--- src/sep_pkg.sv ---
/*
 * Shared constants for the serial EEPROM slave protocol engine.
 * Assumes a single 250 MHz system clock.
 */
package sep_pkg;
	localparam int CLK_MHZ = 250;
	// ---------------------------------------------
	// control byte layout
	// ---------------------------------------------
	localparam logic [3:0] ARRAY_CODE = 4'hA;
	localparam logic [3:0] PROT_CODE = 4'h6;
	localparam int CODE_LSB = 4;
	localparam int CS_LSB = 1;
	localparam int DIR_BIT = 0;
	localparam logic [2:0] SEL_BANK0_CS = 3'h6;
	localparam logic [2:0] SEL_BANK1_CS = 3'h7;
	localparam logic [2:0] READBACK_CS = 3'h6;
	// ---------------------------------------------
	// geometry
	// ---------------------------------------------
	localparam int PAGE_BYTES = 16;
	localparam int PAGE_AW = 4;
	localparam int BLOCK_COUNT = 4;
	localparam logic BANK_RESET = 1'b0;
	// ---------------------------------------------
	// timing
	// ---------------------------------------------
	localparam int WRITE_TIME_MS = 5;
	localparam int TIMEOUT_MIN_MS = 25;
	localparam int TIMEOUT_MAX_MS = 35;
	localparam int WRITE_CYCLES = WRITE_TIME_MS * CLK_MHZ * 1000;
	localparam int TIMEOUT_CYCLES = (TIMEOUT_MIN_MS + TIMEOUT_MAX_MS) / 2 * CLK_MHZ * 1000;
endpackage : sep_pkg

--- src/sep_sync.sv ---
/*
 * Two-flop synchroniser for one bit.
 * Assumes the input is asynchronous to clk.
 */
`timescale 1ns/1ps
module sep_sync #(
	parameter logic RESET_VAL = 1'b1
) (
	input wire logic clk,
	input wire logic arst_n,
	input wire logic asyncIn,
	output logic syncOut
);
	logic stage1_q;
	always_ff @(posedge clk or negedge arst_n)
	begin
		if (!arst_n)
		begin
			stage1_q <= RESET_VAL;
			syncOut <= RESET_VAL;
		end
		else
		begin
			stage1_q <= asyncIn;
			syncOut <= stage1_q;
		end
	end
endmodule : sep_sync

--- src/sep_slave.sv ---
/*
 * Two-wire slave protocol engine of a serial EEPROM: conditions, acknowledge,
 * timeout, control-byte decode, bank select, page buffer, protected-block refusal.
 * Assumes an external memory array behind the prog* and readData ports.
 */
`timescale 1ns/1ps
// Notes on behaviour
// - sda rising while scl high is stop
// - sample data on scl rise, drive on low
// - keep last sixteen bytes, oldest overwritten
// - page address wraps after sixteen bytes
// - acknowledge accepted control, address, data bytes on ninth clock
// - no acknowledge while programming runs
// - hold sda low through ack high phase
// - master nack ends read, release sda
// - clock-low timeout resets, wait for start
// - upper nibble selects array or protect
// - array commands need chip-select match
// - control lsb one read, zero write
// - bank commands ignore chip-select pins
// - bank bit clears at reset and brownout
// - sequential reads wrap within bank
// - bank zero, bank one, readback codes
// - bank set acks control, not dummies
// - array access uses the selected bank; current-address reads start at ptr_q with its old bank bit
// - readback acks only when bank zero
// - byte write: address, data, program at stop
// - protected write gets nack, no cycle
// - page writes: low four address bits increment only
// - sda falling while scl high is start
// - write cycle completes within five ms
module sep_slave #(
	parameter int WRITE_CYC = sep_pkg::WRITE_CYCLES,
	parameter int TIMEOUT_CYC = sep_pkg::TIMEOUT_CYCLES
) (
	input wire logic clk,
	input wire logic arst_n,
	input wire logic sclIn,
	input wire logic sdaIn,
	output logic sdaOut,
	output logic sdaOe,
	input wire logic chipSelectPin0,
	input wire logic chipSelectPin1,
	input wire logic chipSelectPin2,
	input wire logic brownoutResetEvent,
	input wire logic [3:0] blockProtect,
	input wire logic [7:0] readData,
	output logic [8:0] readAddr,
	output logic progStart,
	output logic [8:0] progPageAddr,
	output logic [127:0] progData,
	output logic [15:0] progMask,
	output logic progBusy,
	output logic bankSel
);
	initial
	begin
		if (WRITE_CYC < 1 || TIMEOUT_CYC < 2)
			$error("sep_slave: timing counts too small");
	end

	// ---------------------------------------------
	// pin synchronisers and edge detect
	// ---------------------------------------------
	logic sclS, sdaS, bor, csP0, csP1, csP2;
	sep_sync #(.RESET_VAL(1'b1)) uScl (.clk(clk), .arst_n(arst_n), .asyncIn(sclIn), .syncOut(sclS));
	sep_sync #(.RESET_VAL(1'b1)) uSda (.clk(clk), .arst_n(arst_n), .asyncIn(sdaIn), .syncOut(sdaS));
	sep_sync #(.RESET_VAL(1'b0)) uBor (.clk(clk), .arst_n(arst_n), .asyncIn(brownoutResetEvent), .syncOut(bor));
	sep_sync #(.RESET_VAL(1'b0)) uCs0 (.clk(clk), .arst_n(arst_n), .asyncIn(chipSelectPin0), .syncOut(csP0));
	sep_sync #(.RESET_VAL(1'b0)) uCs1 (.clk(clk), .arst_n(arst_n), .asyncIn(chipSelectPin1), .syncOut(csP1));
	sep_sync #(.RESET_VAL(1'b0)) uCs2 (.clk(clk), .arst_n(arst_n), .asyncIn(chipSelectPin2), .syncOut(csP2));

	logic sclP_q, sdaP_q;
	always_ff @(posedge clk or negedge arst_n)
	begin
		if (!arst_n)
		begin
			sclP_q <= 1'b1;
			sdaP_q <= 1'b1;
		end
		else
		begin
			sclP_q <= sclS;
			sdaP_q <= sdaS;
		end
	end
	logic sclRise, sclFall, startCond, stopCond;
	assign sclRise = sclS && !sclP_q;
	assign sclFall = !sclS && sclP_q;
	assign startCond = sclS && sclP_q && sdaP_q && !sdaS;
	assign stopCond = sclS && sclP_q && !sdaP_q && sdaS;

	// ---------------------------------------------
	// protocol state
	// ---------------------------------------------
	typedef enum logic [2:0] {IDLE, CTRL, ADDR, WDATA, RDATA, DUMMY, IGNORE} sep_state_type;
	sep_state_type state_q, state_d;
	logic [3:0] bitCnt_q, bitCnt_d;
	logic [7:0] shift_q, shift_d;
	logic ackPhase_q, ackPhase_d;
	logic doAck_q, doAck_d;
	logic masterNack_q, masterNack_d;
	logic [8:0] ptr_q, ptr_d;
	logic bank_q, bank_d;
	logic [7:0] buf_q [sep_pkg::PAGE_BYTES];
	logic [7:0] buf_d [sep_pkg::PAGE_BYTES];
	logic [15:0] mask_q, mask_d;
	logic pending_q, pending_d;
	logic refused_q, refused_d;
	logic sdaOut_q, sdaOut_d, sdaOe_q, sdaOe_d;
	logic [31:0] busyCnt_q, busyCnt_d;
	logic [31:0] lowCnt_q, lowCnt_d;
	logic progStart_q, progStart_d;
	logic busy;
	logic timeout;
	logic [2:0] csPins;
	assign busy = busyCnt_q != 32'h0;
	assign timeout = lowCnt_q >= TIMEOUT_CYC;
	assign csPins = {csP2, csP1, csP0};

	// clock-low timer; restarts on every rising scl
	always_comb
	begin
		lowCnt_d = lowCnt_q;
		if (sclS)
			lowCnt_d = 32'h0;
		else if (!timeout)
			lowCnt_d = lowCnt_q + 32'h1;
	end

	// write cycle timer
	always_comb
	begin
		busyCnt_d = busyCnt_q;
		if (progStart_q)
			busyCnt_d = WRITE_CYC;
		else if (busy)
			busyCnt_d = busyCnt_q - 32'h1;
	end

	logic [7:0] rxByte;
	always_comb
	begin
		state_d = state_q;
		bitCnt_d = bitCnt_q;
		shift_d = shift_q;
		ackPhase_d = ackPhase_q;
		doAck_d = doAck_q;
		masterNack_d = masterNack_q;
		ptr_d = ptr_q;
		bank_d = bank_q;
		buf_d = buf_q;
		mask_d = mask_q;
		pending_d = pending_q;
		refused_d = refused_q;
		sdaOut_d = sdaOut_q;
		sdaOe_d = sdaOe_q;
		progStart_d = 1'b0;
		rxByte = {shift_q[6:0], sdaS};
		if (timeout && state_q != IDLE)
		begin
			state_d = IGNORE;
			sdaOe_d = 1'b0;
			pending_d = 1'b0;
		end
		else if (startCond)
		begin
			state_d = CTRL;
			bitCnt_d = 4'h0;
			ackPhase_d = 1'b0;
			sdaOe_d = 1'b0;
			pending_d = 1'b0;
		end
		else if (stopCond)
		begin
			if (state_q == WDATA && pending_q && !refused_q)
				progStart_d = 1'b1;
			state_d = IDLE;
			sdaOe_d = 1'b0;
			pending_d = 1'b0;
		end
		else if (state_q != IDLE && state_q != IGNORE)
		begin
			if (sclRise)
			begin
				if (ackPhase_q)
					masterNack_d = sdaS;
				else
				begin
					shift_d = rxByte;
					bitCnt_d = bitCnt_q + 4'h1;
				end
			end
			if (sclFall)
			begin
				if (!ackPhase_q && bitCnt_q == 4'h8)
				begin
					// byte complete: decide on the ninth clock
					ackPhase_d = 1'b1;
					bitCnt_d = 4'h0;
					doAck_d = 1'b0;
					case (state_q)
						CTRL:
						begin
							if (busy)
								state_d = IGNORE;
							else if (shift_q[7:sep_pkg::CODE_LSB] == sep_pkg::ARRAY_CODE)
							begin
								if (shift_q[3:sep_pkg::CS_LSB] != csPins)
									state_d = IGNORE;
								else if (shift_q[sep_pkg::DIR_BIT])
								begin
									state_d = RDATA;
									doAck_d = 1'b1;
								end
								else
								begin
									state_d = ADDR;
									doAck_d = 1'b1;
								end
							end
							else if (shift_q[7:sep_pkg::CODE_LSB] == sep_pkg::PROT_CODE)
							begin
								// chip-select pins not compared here
								state_d = DUMMY;
								if (!shift_q[0] && shift_q[3:1] == sep_pkg::SEL_BANK0_CS)
								begin
									bank_d = 1'b0;
									doAck_d = 1'b1;
								end
								else if (!shift_q[0] && shift_q[3:1] == sep_pkg::SEL_BANK1_CS)
								begin
									bank_d = 1'b1;
									doAck_d = 1'b1;
								end
								else if (shift_q[0] && shift_q[3:1] == sep_pkg::READBACK_CS)
									doAck_d = !bank_q;
								else
									state_d = IGNORE;
							end
							else
								state_d = IGNORE;
						end
						ADDR:
						begin
							ptr_d = {bank_q, shift_q};
							state_d = WDATA;
							doAck_d = 1'b1;
							refused_d = 1'b0;
							mask_d = 16'h0;
						end
						WDATA:
						begin
							if (blockProtect[ptr_q[8:7]])
							begin
								refused_d = 1'b1;
								state_d = IDLE;
							end
							else
							begin
								buf_d[ptr_q[3:0]] = shift_q;
								mask_d[ptr_q[3:0]] = 1'b1;
								ptr_d = {ptr_q[8:4], ptr_q[3:0] + 4'h1};
								pending_d = 1'b1;
								doAck_d = 1'b1;
							end
						end
						default:
							doAck_d = 1'b0;
					endcase
					// after a read byte the ack slot belongs to the master
					sdaOe_d = (state_q == RDATA) ? 1'b0 : doAck_d;
					sdaOut_d = 1'b0;
				end
				else if (ackPhase_q)
				begin
					// ack bit ended; start next byte
					ackPhase_d = 1'b0;
					sdaOe_d = 1'b0;
					if (state_q == RDATA)
					begin
						if (masterNack_q)
							state_d = IDLE;
						else
						begin
							shift_d = readData;
							sdaOe_d = !readData[7];
							ptr_d = {bank_q, ptr_q[7:0] + 8'h1};
						end
					end
				end
				else if (state_q == RDATA)
				begin
					// the shifter moves left on every rise, so the next bit is always on top
					sdaOe_d = !shift_q[7];
					sdaOut_d = 1'b0;
				end
			end
		end
		// brownout wins over a bank command decoded in the same cycle
		if (bor)
			bank_d = sep_pkg::BANK_RESET;
	end

	always_ff @(posedge clk or negedge arst_n)
	begin
		if (!arst_n)
		begin
			state_q <= IDLE;
			bitCnt_q <= 4'h0;
			shift_q <= 8'h00;
			ackPhase_q <= 1'b0;
			doAck_q <= 1'b0;
			masterNack_q <= 1'b0;
			ptr_q <= 9'h000;
			bank_q <= sep_pkg::BANK_RESET;
			for (int i = 0; i < sep_pkg::PAGE_BYTES; i++)
				buf_q[i] <= 8'h00;
			mask_q <= 16'h0000;
			pending_q <= 1'b0;
			refused_q <= 1'b0;
			sdaOut_q <= 1'b0;
			sdaOe_q <= 1'b0;
			busyCnt_q <= 32'h0;
			lowCnt_q <= 32'h0;
			progStart_q <= 1'b0;
		end
		else
		begin
			state_q <= state_d;
			bitCnt_q <= bitCnt_d;
			shift_q <= shift_d;
			ackPhase_q <= ackPhase_d;
			doAck_q <= doAck_d;
			masterNack_q <= masterNack_d;
			ptr_q <= ptr_d;
			bank_q <= bank_d;
			buf_q <= buf_d;
			mask_q <= mask_d;
			pending_q <= pending_d;
			refused_q <= refused_d;
			sdaOut_q <= sdaOut_d;
			sdaOe_q <= sdaOe_d;
			busyCnt_q <= busyCnt_d;
			lowCnt_q <= lowCnt_d;
			progStart_q <= progStart_d;
		end
	end

	// ---------------------------------------------
	// outputs
	// ---------------------------------------------
	// the whole page is handed over; the mask only tells which bytes are new,
	// unmasked bytes are refreshed from the array by the programmer
	logic [127:0] flat;
	genvar g;
	generate
		for (g = 0; g < sep_pkg::PAGE_BYTES; g++)
		begin : gFlat
			assign flat[g*8 +: 8] = buf_q[g];
		end
	endgenerate
	logic [8:0] readAddr_q;
	logic [8:0] pageAddr_q;
	logic [127:0] progData_q;
	logic [15:0] progMask_q;
	always_ff @(posedge clk or negedge arst_n)
	begin
		if (!arst_n)
		begin
			readAddr_q <= 9'h000;
			pageAddr_q <= 9'h000;
			progData_q <= 128'h0;
			progMask_q <= 16'h0000;
		end
		else
		begin
			readAddr_q <= ptr_q;
			if (progStart_d)
			begin
				pageAddr_q <= {ptr_q[8:4], 4'h0};
				progData_q <= flat;
				progMask_q <= mask_q;
			end
		end
	end
	assign readAddr = readAddr_q;
	assign progPageAddr = pageAddr_q;
	assign progData = progData_q;
	assign progMask = progMask_q;
	assign progStart = progStart_q;
	assign sdaOut = sdaOut_q;
	assign sdaOe = sdaOe_q;
	assign bankSel = bank_q;
	logic busy_q;
	always_ff @(posedge clk or negedge arst_n)
	begin
		if (!arst_n)
			busy_q <= 1'b0;
		else
			busy_q <= busy || progStart_q;
	end
	assign progBusy = busy_q;

	// ---------------------------------------------
	// checks
	// ---------------------------------------------
	a_busy_no_ack: assert property (@(posedge clk) disable iff (!arst_n)
		(busy && $rose(ackPhase_q) && $past(state_q) == CTRL) |-> !sdaOe_q)
		else $error("ack driven while programming");
	a_stop_releases: assert property (@(posedge clk) disable iff (!arst_n)
		stopCond |=> !sdaOe_q)
		else $error("sda held after stop");
	a_prog_len: assert property (@(posedge clk) disable iff (!arst_n)
		progStart_q |=> busy [*8])
		else $error("write cycle ended early");
	a_bank_bor: assert property (@(posedge clk) disable iff (!arst_n)
		bor |=> !bank_q)
		else $error("bank not cleared by brownout");
	a_timeout_idle: assert property (@(posedge clk) disable iff (!arst_n)
		(timeout && state_q != IDLE && !startCond) |=> (state_q == IGNORE && !sdaOe_q))
		else $error("timeout did not reset interface");
	a_ptr_page: assert property (@(posedge clk) disable iff (!arst_n)
		(state_q == WDATA && $past(state_q) == WDATA && $changed(ptr_q)) |-> ptr_q[8:4] == $past(ptr_q[8:4]))
		else $error("page pointer left page");
	a_timer_restart: assert property (@(posedge clk) disable iff (!arst_n)
		sclS |=> lowCnt_q == 32'h0)
		else $error("low timer not restarted");
	a_prot_no_prog: assert property (@(posedge clk) disable iff (!arst_n)
		(refused_q && stopCond) |=> !progStart_q)
		else $error("protected write programmed");
endmodule : sep_slave

--- config.mk ---
export PLATFORM = sky130hd
export DESIGN_NAME = sep_slave
export DESIGN_NICKNAME = d
export VERILOG_FILES = /design/src/sep_pkg.sv /design/src/sep_sync.sv /design/src/sep_slave.sv
export SDC_FILE = /design/constraint.sdc
export NUM_CORES = 1
export LEC_CHECK = 0
export BUFFER_PORTS_ARGS = -buffer_cell sky130_fd_sc_hd__buf_2
export CAP_MARGIN = 10
export CORE_MARGIN = 8
export CORE_UTILIZATION = 40
export DETAILED_ROUTE_END_ITERATION = 12
export PLACE_DENSITY = 0.7
export SLEW_MARGIN = 25
export SYNTH_ARGS = -nofsm -noshare
export SYNTH_HDL_FRONTEND = slang
export SYNTH_HIERARCHICAL = 1
export SYNTH_SLANG_ARGS = --single-unit
--- constraint.sdc ---
create_clock -name clk -period 3.7 [get_ports clk]
set_input_delay 0.555 -clock clk [delete_from_list [all_inputs] [get_ports clk]]
set_output_delay 0.555 -clock clk [all_outputs]
set_load 0.02 [all_outputs]
==> flow_summary.yaml, run 1 <==
outcome:
  outcome: "finished, final reports clean"
critical_path:
  crit_fanout: 74
  ff2ff_setup_slack_ns: 0.66
  criticalPathCategory: "reg -> reg"
  crit_required_ns: 4.14
  crit_path_start_kind: "register"
  regToRegEndpoint: "progData[117]$_DFFE_PN0P_"
  r2r-start: "lowCnt_q[16]$_DFFE_PN0P_"
  rr_worst_depth: 6
  crit_path_end_kind: "register"
  worstPathArrival_ns: 3.48
placed_design:
  postPlaceCellArea_um2: 19200
  io_buffer_count: 181
  dpl.hpwl_um: 29300
  place.gp.congestion: 0.854
timing:
  min_period_ns: 3.04
  min_period_over_period_pct: 82.2
  rsz0062_at_grt: "no"
  fmax_mhz: 329
  setup_viol: 0
  slew_headroom_pct: 38.1
  hold_viol_final: 0
  finalClockSkew_ns: 0.0142
  setup_tns_ns: 0
  whs_ns: 0.0986
  final_max_slew_viol_count: 0
  tightest_slew_ns: 0.921
floorplan:
  rows: 76
  die_h_um: 225
  core_um2: 43200
  die_w_um: 225
  dieArea_um2: 50700
  io_pins: 187
  start_util_pct: 40.6
clocking:
  htree_levels: 2
  cts_tree: "yes"
  cts_buffer_depth: 3
  ctsRootBufferMaster: "clkbuf_16"
  cts_buffers: 43
  clock-sinks: 412
  cts.clk_slew.worst_paths_ns: 0.06
  insertion_delay_ns: 0.56
  cts_resized: 0
global_route:
  grt_antenna_before_repair: 8
  grt_use_met1_pct: 23.2
  grt.met3_usage_pct: 4.59
  overflow: 0
  gr-max-usage-layer: "met2"
  grt_max_degree: 116
  grt_pass1_vias: 12000
  grt_pass1_wl_um: 69200
  grt.met2_usage_pct: 26.3
  grt.total_usage_pct: 17.1
finish:
  multi_input_area_um2: 6690
  fin_nets: 1584
  fillers: 3884
  seq_area_um2: 10300
  final_common_cell: "dfrtp_1"
  drive_gt1_share_pct: 38.1
  final_cell_mix: "dfrtp_1 (406), mux2_2 (289), buf_2 (180)"
  syn_to_final_growth_pct: 17.9
  finish.instance_area_um2: 20700
synthesis:
  yosys.area_share.adder_pct: 0.714
  synth_edf_count: 0
  ys_seq_area_share_pct: 58.9
  ys.flop_type: "dfrtp_1"
  ys_types: 74
  syn_avg_cell_area_um2: 12.8
  synth-xor-area-share_pct: 0.550
  ys_async_sr_fraction_pct: 100
  synth_mux_area_share_pct: 19.0
  yosys-top-cells-area: "dfrtp_1 (58%), mux2_2 (19%), a21oi_1 (1.8%)"
  synth_compound_area_share_pct: 7.52
  ys_warn_count: 6
  synth_top_family_by_area: "multiplexers"
  syn_inst: 1367
  yosys.area_share.simple_pct: 10.2
  synth_top_area_share_pct: 58.0
  mappedNetlistArea_um2: 17500
  ys_ff_latch: 412
  synth_area_leader_cell: "dfrtp_1"
routing:
  drt_iter0_markers: 744
  wl_per_cell_um: 20.0
  finalWirelength_um: 43500
  viasPerCell: 5.41
  drc_errors: 0
  drt-pass1-iter-count: 5
  ant_nets: 0
  via_count: 11700
hold_path:
  worstHoldEndpoint: "uBor/stage1_q$_DFF_PN0_"
  hold_depth: 1
  hold_class: "in -> reg"
  hold_path_startpoint: "brownoutResetEvent"
power_and_ir_drop:
  p_leak_uw: 0.0105
  ir_drop_v: 0.000362
  power_uw: 9990
  power_density_nw_per_um2: 484
flow_run:
  maxCapViolations: 0
[worst max path at each step]
stage	startpoint	slack (ns)	endpoint	cells after the start
floorplan	lowCnt_q[16]$_DFFE_PN0P_	1.20	progData[0]$_DFFE_PN0P_	8
global placement	blockProtect[3]	0.74	buf_q[68]$_DFFE_PN0P_	5
detailed placement	blockProtect[3]	0.68	ptr_q[3]$_DFFE_PN0P_	6
CTS	lowCnt_q[16]$_DFFE_PN0P_	0.67	buf_q[55]$_DFFE_PN0P_	6
global route	lowCnt_q[16]$_DFFE_PN0P_	0.53	buf_q[54]$_DFFE_PN0P_	6
finish	lowCnt_q[16]$_DFFE_PN0P_	0.66	progData[117]$_DFFE_PN0P_	6
[cell type report]
type | count | area share (%)
tap | 585 | 3.54
sequential | 412 | 49.9
antenna | 1 | 0.0121
timing repair buffer | 225 | 6.49
clock inverter | 17 | 0.993
inverter | 37 | 0.672
multi-input combinational | 835 | 32.4
clock buffer | 61 | 5.94
[cell usage after synthesis, drive strengths merged, types with 23 or more instances]
cell type and n:
buf 29, nor2b 28, o31ai 23, or4 24, o21ai 34, nor2 41, nor3 50, or3 25
nand3 39, nand2 47, clkbuf 58, mux2 289, inv 37, dfrtp 406, a21oi 63
[power breakdown]
| part | switching (µW) | internal (µW) |
|---|---|---|
| registers | 224 | 4580 |
| logic | 562 | 235 |
| clock network | 1800 | 2600 |
| total | 2580 | 7410 |
[kinds of logic (layout without fill, tap and decap cells)]
| logic type | count (synthesis) | after routing |
|---|---|---|
| flops | 412 | 412 |
| simple gates | 316 | 316 |
| mux | 295 | 295 |
| compound gates | 198 | 198 |
| buf+inv | 124 | 340 |
| xor+xnor | 11 | 11 |
| fa+ha+maj | 10 | 10 |
| other cells | 1 | 6 |
[sequential cells by signal (all words and copies together) (netlist names), 3 cells and up]
signal,cells
progPageAddr,5
busyCnt_q,32
mask_q,16
readAddr,9
progMask,16
progData,128
ptr_q,9
shift_q,8
buf_q,128
state_q,3
bitCnt_q,4
lowCnt_q,32
[metal layers]
metal	vias to the layer above	wire, µm
met2	322	20100
met5	-	90
met3	98	2730
met4	14	1350
li1	5335	-
met1	5978	19200
[what timing repair did]
item                                   CTS  global route
buffers inserted                         0             0
hold buffers                             0             1
endpoints found under the hold margin    0            32
[metrics by stage]
step | utilization (%) | cells | worst slack [ns]
floorplan | - | 1371 | 1.20
global placement | 44.4 | 2091 | 0.744
detailed placement | 44.4 | 2091 | 0.675
CTS | 47.7 | 2169 | 0.670
global route | 47.8 | 2172 | 0.530
finish | 47.8 | 2173 | 0.657
[worst max-delay path, cell delays in order, from the launching register on]
cell	delay, ns
dfrtp_1	0.42
or4b_1	0.53
nor4_1	0.54
a211oi_4	0.27
o21ai_4	0.30
buf_12	0.35
mux2_2	0.40
Power figures use the tool's default switching activity.
==> inputs of run 2 (changes only) <==
--- a/config.mk
+++ b/config.mk
@@ -5,6 +5,7 @@
 export SDC_FILE = /design/constraint.sdc
 export NUM_CORES = 1
 export LEC_CHECK = 0
+export ABC_AREA = 1
 export BUFFER_PORTS_ARGS = -buffer_cell sky130_fd_sc_hd__buf_2
 export CAP_MARGIN = 10
 export CORE_MARGIN = 8
==> constraint.sdc (replaced) <==
create_clock -name clk -period 3.1 [get_ports clk]
set_input_delay 0.465 -clock clk [delete_from_list [all_inputs] [get_ports clk]]
set_output_delay 0.465 -clock clk [all_outputs]
set_load 0.02 [all_outputs]
==> flow_summary.yaml, run 2 <==
outcome:
  outcome: "finished, final reports clean"
routing:
  drc_errors: 0
  finalWirelength_um: 47900
  drt_iter0_markers: 1095
  drt-pass1-iter-count: 5
  wl_met1_um: 21600
  wl_per_cell_um: 16.8
  top_layer: "met4"
  wl_met3_um: 2820
  via_count: 14200
  wl_met2_um: 21900
  viasPerCell: 5.00
  ant_nets: 0
flow_run:
  maxCapViolations: 0
floorplan:
  io_pins: 187
  start_util_pct: 40.3
  die_h_um: 227
  dieArea_um2: 51400
  core_um2: 44000
  die_w_um: 227
  rows: 77
finish:
  final_common_cell: "dfrtp_1"
  finish.instance_area_um2: 21000
  syn_to_final_growth_pct: 18.1
  final_cells: 2847
  drive_gt1_share_pct: 14.6
  antenna_cells: 0
  final_cell_mix: "dfrtp_1 (406), nand2_1 (393), nor2_1 (287)"
  fillers: 4169
  final_core_util_pct: 47.6
  fin_nets: 2254
hold_path:
  worstHoldEndpoint: "uCs2/stage1_q$_DFF_PN0_"
  hold_depth: 1
  hold_path_startpoint: "chipSelectPin2"
  hold_class: "in -> reg"
synthesis:
  ys_types: 41
  ys_warn_count: 6
  ys.flop_type: "dfrtp_1"
  mappedNetlistArea_um2: 17700
  syn_avg_cell_area_um2: 8.74
  synth_top_area_share_pct: 57.3
  yosys-top-cells-area: "dfrtp_1 (57%), nand2_1 (8.3%), nor2_1 (6.1%)"
  ys_top_cells_by_count: "dfrtp_1 (406), nand2_1 (394), nor2_1 (287), inv_1 (247), o21ai_0 (188)"
  synth_area_leader_cell: "dfrtp_1"
  ys_ff_latch: 412
  synth_edf_count: 0
  ys_async_sr_fraction_pct: 100
  syn_inst: 2031
  yosysMostFrequentCell: "dfrtp_1"
  ys_seq_area_share_pct: 58.1
timing:
  min_period_ns: 2.84
  slew_headroom_pct: 49.2
  whs_ns: 0.0305
  final_max_slew_viol_count: 0
  setup_tns_ns: 0
  setup_viol: 0
  tightest_slew_ns: 0.759
  min_period_over_period_pct: 91.5
  hold_viol_final: 0
  fmax_mhz: 352
  rsz0062_at_grt: "no"
  finalClockSkew_ns: 0.0177
placed_design:
  postPlaceCellArea_um2: 19500
  place.gp.congestion: 0.910
  io_buffer_count: 181
  dp_cells: 2766
  dpl.hpwl_um: 33700
power_and_ir_drop:
  p_leak_uw: 0.0113
  ir_drop_v: 0.000396
  power_density_nw_per_um2: 589
critical_path:
  worstPathCellList: "inv_2 > nand2_1 > inv_2 > nand2_2 > nor3_4 > buf_4 > nand4_4 > nor2_1 > a21oi_1"
  ff2ff_setup_slack_ns: 0.26
  criticalPathCategory: "reg -> reg"
  crit_path_end_kind: "register"
  worstPathArrival_ns: 3.28
  r2r-start: "uScl/syncOut$_DFF_PN1_"
  max_stage_delay_ns: 0.56
  crit_path_start_kind: "register"
  crit_required_ns: 3.54
  crit_fanout: 16
  cp_slowest_cell: "nor3_4"
  regToRegEndpoint: "buf_q[72]$_DFFE_PN0P_"
  cpMostUsedCell: "inv_2"
  rr_worst_depth: 9
global_route:
  grt_pass1_wl_um: 75800
  grt.total_usage_pct: 18.5
  overflow: 0
  grt_pass1_vias: 14000
  grt_max_degree: 80
  grt_antenna_before_repair: 0
clocking:
  post_cts_buffers: 0
  htree_levels: 2
  cts_buffers: 43
  insertion_delay_ns: 0.57
  ctsRootBufferMaster: "clkbuf_16"
  cts_resized: 0
  clock-sinks: 412
  cts.clk_slew.worst_paths_ns: 0.06
  cts_buffer_depth: 3
  cts_tree: "yes"
-- run 2: changes by cell type in the layout (fill, tap and decap cells not counted), sizes merged, moves of 24 or more --
cell   before  now
nand4       6   37
nor2       41  289
o21ai      34  202
or3        25    0
inv        38  254
a21oi      63  174
nand2      47  396
or4        24    0
nor2b      28    0
mux2      289    0
-- run 2: cells by family after synthesis --
group | Yosys count | synth area share (%)
simple gates | 828 | 20.0
flops | 412 | 58.1
compound gates | 400 | 11.6
buf+inv | 346 | 7.74
xor+xnor | 27 | 1.33
fa+ha+maj | 10 | 0.705
mux | 7 | 0.395
other cells | 1 | 0.0211
-- run 2: how the worst max path moves through the flow --
stage	from	endpoint	slack, ns
finish	uScl/syncOut$_DFF_PN1_	buf_q[72]$_DFFE_PN0P_	0.26
CTS	uScl/syncOut$_DFF_PN1_	buf_q[72]$_DFFE_PN0P_	0.29
floorplan	uSda/syncOut$_DFF_PN1_	buf_q[30]$_DFFE_PN0P_	1.04
global placement	uScl/syncOut$_DFF_PN1_	buf_q[60]$_DFFE_PN0P_	0.41
detailed placement	uScl/syncOut$_DFF_PN1_	buf_q[69]$_DFFE_PN0P_	0.36
global route	uScl/syncOut$_DFF_PN1_	buf_q[72]$_DFFE_PN0P_	0.1
-- run 2: metrics by stage --
stage	worst slack [ns]	power (µW)
2_1_floorplan	1.04	6530
3_3_place_gp	0.410	7210
3_5_place_dp	0.358	7220
4_1_cts	0.290	12500
5_1_grt	0.0998	12800
6_report	0.262	12300
-- run 2: worst max-delay path, delay by kind of cell (launching register included) --
kind | cells | cell delay [ns]
and+or+nand+nor | 5 | 1.39
AOI/OAI and AO/OA | 1 | 0.07
buffers and inverters | 3 | 0.77
DFF | 1 | 0.46
-- run 2: routing by layer --
metal  vias to the layer above  global-route usage, %
li1                       6829                      -
met1                      6872                   25.3
met2                       432                   29.4
met3                        88                   2.91
met4                         0                   7.35
met5                         -                      0
-- run 2: where the power goes --
part | internal (µW) | switching [µW] | leakage, µW
clock | 3070 | 2120 | 0.000687
sequential | 5510 | 190 | 0.00493
combinational | 353 | 1090 | 0.00568
total | 8930 | 3410 | 0.0113
-- run 2: cell type report --
| class | count | area (µm²) | share of cell area (%) |
|---|---|---|---|
| multi-input combinational | 1277 | 6080 | 29.0 |
| sequential | 412 | 10300 | 49.2 |
| tap | 592 | 741 | 3.54 |
| clock buffer | 64 | 1220 | 5.85 |
| clock inverter | 12 | 181 | 0.866 |
| inverter | 254 | 953 | 4.55 |
| timing repair buffer | 236 | 1450 | 6.94 |
-- run 2: timing repair --
action | CTS | global route
hold buffers | 5 | 0
setup endpoints to repair | 0 | 0
hold endpoints to repair | 59 | 0
==> inputs of run 3 (changes only) <==
--- a/config.mk
+++ b/config.mk
@@ -15,5 +15,4 @@
 export SLEW_MARGIN = 25
 export SYNTH_ARGS = -nofsm -noshare
 export SYNTH_HDL_FRONTEND = slang
-export SYNTH_HIERARCHICAL = 1
 export SYNTH_SLANG_ARGS = --single-unit
==> flow_summary.yaml, run 3 <==
placed_design:
  preCtsSetupSlack_ns: -0.00384
  place.gp.congestion: 0.867
  dpl.hpwl_um: 32100
  io_buffer_count: 181
clocking:
  insertion_delay_ns: 0.56
  clock-sinks: 412
  cts_resized: 0
  ctsRootBufferMaster: "clkbuf_16"
  cts_tree: "yes"
  cts.clk_slew.worst_paths_ns: 0.06
  cts_buffer_depth: 3
  htree_levels: 2
  cts_buffers: 44
critical_path:
  regToRegEndpoint: "progData[51]$_DFFE_PN0P_"
  crit_fanout: 64
  worstPathArrival_ns: 3.20
  path_buf_inv: 1
  crit_required_ns: 3.60
  worstPathCellList: "nand2_1 > nor2_1 > nand2_1 > nand2_1 > nand2_1 > nand2_1 > nand2_1 > nand2_4 > buf_4 > nand2_1 > nand2_1"
  r2r-start: "lowCnt_q[13]$_DFFE_PN0P_"
  cp_slowest_cell: "buf_4"
  criticalPathCategory: "reg -> reg"
  crit_path_start_kind: "register"
  crit_cells: 11
  crit_path_end_kind: "register"
  rr_worst_depth: 11
  cp_top_family: "simple AND/OR/NAND/NOR gates"
  cpMostUsedCell: "nand2_1"
  critPathLaunch: "lowCnt_q[13]$_DFFE_PN0P_"
  ff2ff_setup_slack_ns: 0.40
  max_stage_delay_ns: 0.56
synthesis:
  ys_async_sr_fraction_pct: 100
  ys_seq_area_share_pct: 58.5
  ys_ff_latch: 412
  yosysMostFrequentCell: "nand2_1"
  mappedNetlistArea_um2: 17600
  syn_inst: 2045
  ys_top_cells_by_count: "nand2_1 (767), dfrtp_1 (406), o21ai_0 (225), nor2_1 (177), inv_1 (119)"
  ys_warn_count: 0
  yosys-top-cells-area: "dfrtp_1 (58%), nand2_1 (16%), o21ai_0 (6.4%)"
  synth_top_area_share_pct: 57.6
  synth_edf_count: 0
  ys.flop_type: "dfrtp_1"
  ys_types: 38
  syn_avg_cell_area_um2: 8.63
  synth_area_leader_cell: "dfrtp_1"
finish:
  antenna_cells: 0
  fin_nets: 2270
  final_cell_mix: "nand2_1 (766), dfrtp_1 (406), o21ai_0 (225)"
  drive_gt1_share_pct: 14.2
  final_core_util_pct: 47.5
  syn_to_final_growth_pct: 18.1
  final_common_cell: "nand2_1"
floorplan:
  start_util_pct: 40.2
  die_h_um: 226
  io_pins: 187
  dieArea_um2: 51100
  rows: 77
  die_w_um: 226
  core_um2: 43800
routing:
  wl_met3_um: 2930
  drc_errors: 0
  drt-pass1-iter-count: 7
  wl_per_cell_um: 16.4
  wl_met1_um: 21100
  finalWirelength_um: 47000
  drt_iter0_markers: 1234
  ant_nets: 0
  top_layer: "met4"
  wl_met2_um: 21700
  viasPerCell: 4.99
  via_count: 14300
hold_path:
  hold_class: "in -> reg"
  worstHoldEndpoint: "shift_q[4]$_DFFE_PN0P_"
  hold_path_startpoint: "readData[4]"
  hold_depth: 3
timing:
  slew_headroom_pct: 55.2
  setup_tns_ns: 0
  fin_ws_ns: 0.404
  fmax_mhz: 371
  hold_viol_final: 0
  finalClockSkew_ns: 0.0210
  min_period_over_period_pct: 87.0
  tightest_slew_ns: 0.673
  whs_ns: 0.252
  setup_viol: 0
  min_period_ns: 2.70
  rsz0062_at_grt: "no"
  final_max_slew_viol_count: 0
global_route:
  grt_antenna_before_repair: 0
  grt.total_usage_pct: 18.5
  grt_pass1_vias: 14100
  overflow: 0
  grt_max_degree: 71
  grt_pass1_wl_um: 75900
power_and_ir_drop:
  ir_drop_v: 0.000387
  power_density_nw_per_um2: 602
  p_leak_uw: 0.0111
flow_run:
  maxCapViolations: 0
outcome:
  outcome: "finished, final reports clean"
run 3: cell types whose count changed in the layout (fill, tap and decap cells not counted), sizes merged, moves of 5 or more:
cell / before / now
nand2: 396 / 767
a21oi: 174 / 30
inv: 254 / 121
nor2: 289 / 178
o21ai: 202 / 231
nand4: 37 / 24
clkinv: 7 / 18
o21a: 4 / 15
nand3: 57 / 67
mux2i: 7 / 0
buf: 231 / 225
clkbuf: 64 / 58
o211ai: 4 / 10
xor2: 24 / 19
run 3: routing by layer:
| metal | vias to the layer above | global-route usage [%] |
|---|---|---|
| met5 | - | 0 |
| met4 | 0 | 6.31 |
| met3 | 79 | 3.75 |
| met2 | 359 | 29.3 |
| met1 | 6961 | 25.1 |
| li1 | 6910 | - |
run 3: worst max-delay path by stage:
stage	to	slack, ns
6_report	progData[51]$_DFFE_PN0P_	0.40
5_1_grt	buf_q[36]$_DFFE_PN0P_	0.10
4_1_cts	progData[120]$_DFFE_PN0P_	0.38
3_5_place_dp	buf_q[37]$_DFFE_PN0P_	-0.004
3_3_place_gp	buf_q[36]$_DFFE_PN0P_	0.23
2_1_floorplan	shift_q[0]$_DFFE_PN0P_	1.04
run 3: power by group:
part           switching, µW  internal [µW]  total [µW]
combinational           1100            377        1470
sequential               169           5510        5680
clock                   2180           3200        5380
run 3: final cells by class:
cell class                 count  area, µm²
fill                        4193      23000
sequential                   412      10300
multi-input combinational   1425       6410
timing repair buffer         232       1400
clock buffer                  58       1260
tap                          592        741
inverter                     125        470
clock inverter                21        243
run 3: kinds of logic after synthesis:
family | Yosys count | synth area share, %
buffers and inverters | 212 | 5.38
AND/OR/NAND/NOR | 1084 | 25.1
adder cells (fa/ha/maj) | 10 | 0.709
other | 1 | 0.0213
XOR/XNOR | 25 | 1.24
flip-flops | 412 | 58.5
AO/OA/AOI/OAI | 301 | 9.09
run 3: what timing repair did:
item                                    4_1_cts  5_1_grt
hold buffers                                  7        0
endpoints found under the setup margin        2        0
hold endpoints to repair                     69        0
setup buffers                                 2        0
run 3: worst register-to-register path, delay by kind of cell, from the launching register on:
| family | cells | cell delay (ns) |
|---|---|---|
| flops | 1 | 0.46 |
| buf+inv | 1 | 0.56 |
| simple gates | 10 | 1.63 |
run 3: per-stage QoR:
step / cell area (µm²) / std cells / power (µW)
2_1_floorplan: 17700 / 2049 / 6530
3_3_place_gp: 19300 / 2777 / 7240
3_5_place_dp: 19300 / 2777 / 7250
4_1_cts: 20800 / 2865 / 12700
5_1_grt: 20800 / 2865 / 13100
6_report: 20800 / 2865 / 12500
